## src/design/tag_pkg.sv

```systemverilog
// Package: frame layout and timing constants for the transponder readout
package tag_pkg;
  localparam int CODE_BITS     = 64;
  localparam int HEADER_BITS   = 9;
  localparam int DATA_BITS     = 40;
  localparam int PARITY_BITS   = 14;
  localparam int STOP_BITS     = 1;
  localparam int CELL_CYCLES   = 64;
  localparam int HALF_CYCLES   = CELL_CYCLES / 2;
  localparam int FIFO_DEPTH    = 16;
  localparam int FIFO_WIDTH    = 1;
  localparam int ADDR_W        = $clog2(CODE_BITS);
  localparam int ROW_W         = 3;
  localparam int COL_W         = 3;
  localparam int DIV_W         = $clog2(CELL_CYCLES);
  localparam logic [63:0] CODE_RESET = 64'hFF80_0000_0000_0000;
  localparam logic        LINE_IDLE  = 1'b0;
endpackage

```

## src/design/bit_stream_if.sv

```systemverilog
// Interface: serial bit stream between memory readout, FIFO and encoder
`timescale 1ns/100ps
interface bit_stream_if #(parameter int W = 1);
  logic         valid;
  logic         ready;
  logic [W-1:0] data;
  modport src (output valid, output data, input ready);
  modport snk (input valid, input data, output ready);
endinterface

```

## src/design/bit_fifo.sv

```systemverilog
// Module: flip-flop FIFO with valid/ready on both sides
`timescale 1ns/100ps
module bit_fifo #(
  parameter int WIDTH = 1,
  parameter int DEPTH = 16
) (
  input  wire logic clk,
  input  wire logic rst_n,
  bit_stream_if.snk in_s,
  bit_stream_if.src out_s
);
  localparam int AW = $clog2(DEPTH);

  initial begin
    if (DEPTH < 2 || (1 << AW) != DEPTH) $error("DEPTH must be a power of two, at least 2");
    if (WIDTH < 1) $error("WIDTH must be at least 1");
  end

  logic [WIDTH-1:0] mem_q [DEPTH];
  logic [AW-1:0]    wr_q;
  logic [AW-1:0]    rd_q;
  logic [AW:0]      cnt_q;
  logic             push;
  logic             pop;

  assign in_s.ready  = (cnt_q != (AW+1)'(DEPTH));
  assign out_s.valid = (cnt_q != '0);
  assign out_s.data  = mem_q[rd_q];
  assign push        = in_s.valid && in_s.ready;
  assign pop         = out_s.valid && out_s.ready;

  always_ff @(posedge clk) begin
    if (push) begin
      mem_q[wr_q] <= in_s.data;
    end
  end

  always_ff @(posedge clk or negedge rst_n) begin
    if (!rst_n) begin
      wr_q  <= '0;
      rd_q  <= '0;
      cnt_q <= '0;
    end else begin
      if (push) wr_q <= wr_q + 1'b1;
      if (pop)  rd_q <= rd_q + 1'b1;
      cnt_q <= cnt_q + (AW+1)'(push) - (AW+1)'(pop);
    end
  end
endmodule

```

## src/design/rfid_manchester_readout.sv

```systemverilog
// Module: read-only tag readout, serialiser and Manchester encoder
`timescale 1ns/100ps
module rfid_manchester_readout
  import tag_pkg::*;
#(
  parameter logic [CODE_BITS-1:0] CODE = CODE_RESET
) (
  input  wire logic CLK,
  input  wire logic RESETN,
  output logic      MOD_OUT,
  output logic      FRAME_START,
  output logic      TX_ACTIVE
);

  initial begin
    if (HEADER_BITS + DATA_BITS + PARITY_BITS + STOP_BITS != CODE_BITS) $error("Frame fields do not fill the code");
    if ((1 << (ROW_W + COL_W)) != CODE_BITS) $error("Decoder does not cover the code");
  end

  // ----------------------------------------------------------------
  // Bit address and decoders
  // ----------------------------------------------------------------
  typedef enum logic [1:0] {ST_FILL = 2'b01, ST_RUN = 2'b10} run_t;

  bit_stream_if #(.W(FIFO_WIDTH)) fill_s ();
  bit_stream_if #(.W(FIFO_WIDTH)) drain_s ();

  logic [ADDR_W-1:0] addr_q;
  logic [ROW_W-1:0]  row;
  logic [COL_W-1:0]  col;
  logic [7:0]        row_sel;
  logic [7:0]        col_sel;
  logic              stored_bit;

  assign row     = addr_q[ADDR_W-1 -: ROW_W];
  assign col     = addr_q[COL_W-1:0];
  assign row_sel = 8'h01 << row;
  assign col_sel = 8'h01 << col;
  always_comb begin
    stored_bit = 1'b0;
    for (int r = 0; r < 8; r++) begin
      for (int c = 0; c < 8; c++) begin
        if (row_sel[r] && col_sel[c]) stored_bit = CODE[CODE_BITS-1-(r*8+c)];
      end
    end
  end

  always_ff @(posedge CLK or negedge RESETN) begin
    if (!RESETN) begin
      addr_q <= '0;
    end else if (fill_s.valid && fill_s.ready) begin
      addr_q <= addr_q + 1'b1;
    end
  end

  assign fill_s.valid = 1'b1;
  assign fill_s.data  = stored_bit;

  bit_fifo #(.WIDTH(FIFO_WIDTH), .DEPTH(FIFO_DEPTH)) u_fifo (
    .clk   (CLK),
    .rst_n (RESETN),
    .in_s  (fill_s),
    .out_s (drain_s)
  );

  // ----------------------------------------------------------------
  // Divider and encoder
  // ----------------------------------------------------------------
  // field clock only
  logic [DIV_W-1:0] div_q;
  run_t             state_q;
  logic             cell_bit_q;
  logic [ADDR_W-1:0] sent_q;
  logic             cell_end;
  logic             take;

  assign cell_end = (div_q == DIV_W'(CELL_CYCLES - 1));
  assign take = drain_s.valid && ((state_q == ST_FILL) || cell_end);
  assign drain_s.ready = take;

  always_ff @(posedge CLK or negedge RESETN) begin
    if (!RESETN) begin
      state_q <= ST_FILL;
    end else begin
      case (state_q)
        ST_FILL: if (take) state_q <= ST_RUN;
        ST_RUN:  state_q <= ST_RUN;
        default: state_q <= ST_FILL;
      endcase
    end
  end

  always_ff @(posedge CLK or negedge RESETN) begin
    if (!RESETN) begin
      div_q <= '0;
    end else if (take) begin
      div_q <= '0;
    end else if (state_q == ST_RUN) begin
      div_q <= div_q + 1'b1;
    end
  end

  always_ff @(posedge CLK or negedge RESETN) begin
    if (!RESETN) begin
      cell_bit_q <= 1'b0;
      sent_q     <= '0;
    end else if (take) begin
      cell_bit_q <= drain_s.data[0];
      sent_q     <= (state_q == ST_FILL) ? '0 : sent_q + 1'b1;
    end
  end

  // Output straight from flops; underflow holds the line at the last cell's late-half level since the FIFO never empties once running
  // mid-cell edge
  always_ff @(posedge CLK or negedge RESETN) begin
    if (!RESETN) begin
      MOD_OUT     <= LINE_IDLE;
      FRAME_START <= 1'b0;
      TX_ACTIVE   <= 1'b0;
    end else begin
      FRAME_START <= take && ((state_q == ST_FILL) || (sent_q == ADDR_W'(CODE_BITS - 1)));
      if (take) begin
        TX_ACTIVE <= 1'b1;
        MOD_OUT   <= ~drain_s.data[0];
      end else if (state_q == ST_RUN && div_q == DIV_W'(HALF_CYCLES - 1)) begin
        MOD_OUT <= cell_bit_q;
      end
    end
  end

endmodule

```

## config.mk

```make
export PLATFORM = sky130hd
export DESIGN_NAME = rfid_manchester_readout
export DESIGN_NICKNAME = d
export VERILOG_FILES = /design/src/design/tag_pkg.sv /design/src/design/bit_stream_if.sv /design/src/design/bit_fifo.sv /design/src/design/rfid_manchester_readout.sv
export SDC_FILE = /design/constraint.sdc
export NUM_CORES = 1
export LEC_CHECK = 0
export ABC_CLOCK_PERIOD_IN_PS = 3450
export BUFFER_PORTS_ARGS = -buffer_cell sky130_fd_sc_hd__buf_2
export CAP_MARGIN = 20
export CORE_MARGIN = 4
export CORE_UTILIZATION = 58
export CTS_CLUSTER_DIAMETER = 40
export DETAILED_ROUTE_END_ITERATION = 10
export PLACE_DENSITY = 0.74
export REMOVE_ABC_BUFFERS = 1
export SETUP_SLACK_MARGIN = 0.02
export SYNTH_ARGS = -nofsm -noshare
export SYNTH_HDL_FRONTEND = slang
export SYNTH_SLANG_ARGS = --single-unit
```

## constraint.sdc

```tcl
create_clock -name CLK -period 3.45 [get_ports CLK]
set_input_delay 0 -clock CLK [delete_from_list [all_inputs] [get_ports CLK]]
set_output_delay 0 -clock CLK [all_outputs]
set_load 0.02 [all_outputs]
```

==> results.cfg <==
[setup_path]
rr_startpoint = state_q[0]
arrival_ns = 2.92
worstReg2RegEnd = u_fifo.cnt_q[4]
crit_path_start_kind = flip-flop
required_ns = 3.66
reg2regPathDepth = 13
crit_fanout = 5
critPathKind = flip-flop to flip-flop
crit_start = state_q[0]
crit_path_end_kind = flip-flop
reg2reg_setup_slack_ns = 0.74

[placement]
place.port_buffers = 4
pre_cts_ws_ns = 0.779
dp_hpwl_um = 2880
placed_area_um2 = 2730
gp_routability_congestion = 0.753

[clock_network]
clock-sinks = 53
cts_tree = built
ctsHtreeMaxLevel = 2
clock-root-buffer = clkbuf_8
post_cts_resized = 0
clk_pin_slew_worst_paths_ns = 0.10
insertion_delay_ns = 0.30
cts_buffers = 5
ctsLongestPathBuffers = 2

[die]
ios = 5
core_area_um2 = 4380
die_w_um = 75.7
start_util_pct = 60.6
dieArea_um2 = 5720
rows = 24
die_h_um = 75.7

[drt]
wire_per_inst_um = 14.1
dr.pass1.iters = 4
detailedRoute.firstIterationViolations = 81
vias = 1585
viasPerCell = 5.45
ant_nets = 0
drc = 0
routed_wl_um = 4090

[timing]
slew_violations = 0
setup_viol = 0
period_minus_slack_ns = 2.71
finalCritPeriodShare_pct = 78.4
fmax_mhz = 370
rsz0062_at_grt = false
setup_slack_ns = 0.744
setup_tns_ns = 0
max_slew_margin_pct = 46.2
finalHoldViolations = 0
fin_skew_ns = 0.00923
worstMarginPinSlew_ns = 0.807

[global_route]
grt_max_degree = 38
grt_pass1_wl_um = 7310
gr-total-overflow = 0
antenna_found_initial = 0
grt_usage_pct = 16.9
grt_pass1_vias = 1610

[layout]
antenna_cells = 0
area_growth_pct = 7.49
fillers = 372
final_layout_size_suffix_gt1_share_pct = 8.79
fin_util_pct = 65.1
design_area_um2 = 2850
layout.nets = 262

[synth]
synth.cell_area_um2 = 2660
synth_top_area_cell = dfrtp_1
ys_types = 40
synth_edf_count = 16
syn_inst = 230
synth_most_common_cell = dfrtp_1
ys.flop_type = dfrtp_1
synth_seq_cells = 53
ys_top_cells_by_area = dfrtp_1, edfxtp_1, ha_1, xnor2_1, inv_1
synth_area_per_cell_um2 = 11.5
synth_common_cells = dfrtp_1, inv_1, ha_1
ys_warn_count = 0
async_reset_ff_share_pct = 69.8
yosysSeqAreaShare_pct = 53.0
synth_top_area_share_pct = 33.9

[pwr]
power_density_nw_per_um2 = 374
leakagePower_nw = 1.28
ir_worst_vdd_mv = 0.256

[status]
status = finished clean

[min_path]
hp-class = input pin to async pin

[run]
maxCapViolations = 0
==> flip-flops by register name, indices dropped and copies added, names as in the netlist, 2 cells and up <==
name	flops
state_q	2
u_fifo.rd_q	4
div_q	6
u_fifo.cnt_q	5
sent_q	6
u_fifo.wr_q	4
addr_q	6
u_fifo.mem_q	16
==> layer usage <==
layer | global-route usage [%] | up-vias | part of all wire, %
met5 | 0 | - | 0
met4 | 4.08 | 0 | 0.93
met3 | 4.22 | 4 | 2.5
met2 | 27.0 | 13 | 47
met1 | 23.2 | 758 | 50
li1 | - | 810 | -
==> cell usage in the layout (no fill, tap or decap), types with 4 or more instances in the layout <==
| master | Yosys | final |
|---|---|---|
| mux2i_1 | 5 | 5 |
| nor4_1 | 4 | 4 |
| nand2_1 | 17 | 17 |
| xor2_1 | 5 | 5 |
| nor2_1 | 16 | 16 |
| clkbuf_8 | 0 | 5 |
| ha_1 | 21 | 21 |
| dfrtp_1 | 36 | 36 |
| xnor2_1 | 14 | 14 |
| o21ai_0 | 7 | 7 |
| nor3_1 | 6 | 6 |
| buf_2 | 1 | 4 |
| edfxtp_1 | 16 | 16 |
| a21oi_1 | 8 | 8 |
| nand4_1 | 6 | 6 |
| and3_1 | 5 | 5 |
| inv_1 | 24 | 24 |
==> metrics by stage <==
stage	hold slack, ns	total power [mW]	instances
final	0.324	1.07	291
after global routing	0.396	1.12	291
after CTS	0.357	1.07	291
after detailed placement	0.144	0.666	282
after global placement	0.142	0.666	282
after floorplan	-0.296	0.657	223
==> layout make-up <==
type                       count  area [µm²]  share of cell area, %
tap                           52        65.1                   2.28
clock inverter                 3        41.3                   1.45
timing repair buffer           8        52.6                   1.84
inverter                      24        90.1                   3.16
clock buffer                   5        68.8                   2.41
sequential                    53        1410                   49.3
multi-input combinational    146        1130                   39.5
==> kinds of logic (layout without fill, tap and decap cells) <==
kind of cell / Yosys count / after routing / synth area share, %
compound gates: 26 / 26 / 6.03
xor+xnor: 19 / 19 / 6.27
fa+ha+maj: 22 / 22 / 10.7
buf+inv: 31 / 40 / 4.71
flops: 53 / 53 / 53.0
mux: 10 / 10 / 5.84
simple gates: 69 / 69 / 13.5
==> timing repair <==
action | CTS | global route
buffers inserted | 0 | 0
hold buffers | 1 | 0
hold endpoints to repair | 36 | 0
setup endpoints to repair | 0 | 0
==> report_power, final <==
group / switching, mW / internal [mW]
Sequential: 0 / 0.644
Clock: 0.200 / 0.214
Combinational: 0.00804 / 0.00113
==> critical path: stages, from the launching register on <==
cell and delay [ns]:
dfstp_2 0.54, ha_1 0.23, a31oi_1 0.09, or3_1 0.38, inv_1 0.09, ha_1 0.23, inv_1 0.06, ha_1 0.17
inv_1 0.06, fa_1 0.39, inv_1 0.07, a21oi_1 0.05, o21bai_1 0.15, xnor2_1 0.14
==> how the worst max path moves through the flow <==
stage	depth (start not counted)	slack, ns	endpoint
detailed placement	13	0.78	u_fifo.cnt_q[4]
CTS	13	0.72	u_fifo.cnt_q[4]
global route	14	0.41	u_fifo.cnt_q[4]
global placement	14	0.86	u_fifo.cnt_q[4]
finish	13	0.74	u_fifo.cnt_q[4]
floorplan	13	0.55	u_fifo.cnt_q[4]
Note: power is estimated with default switching activity, not from simulation.
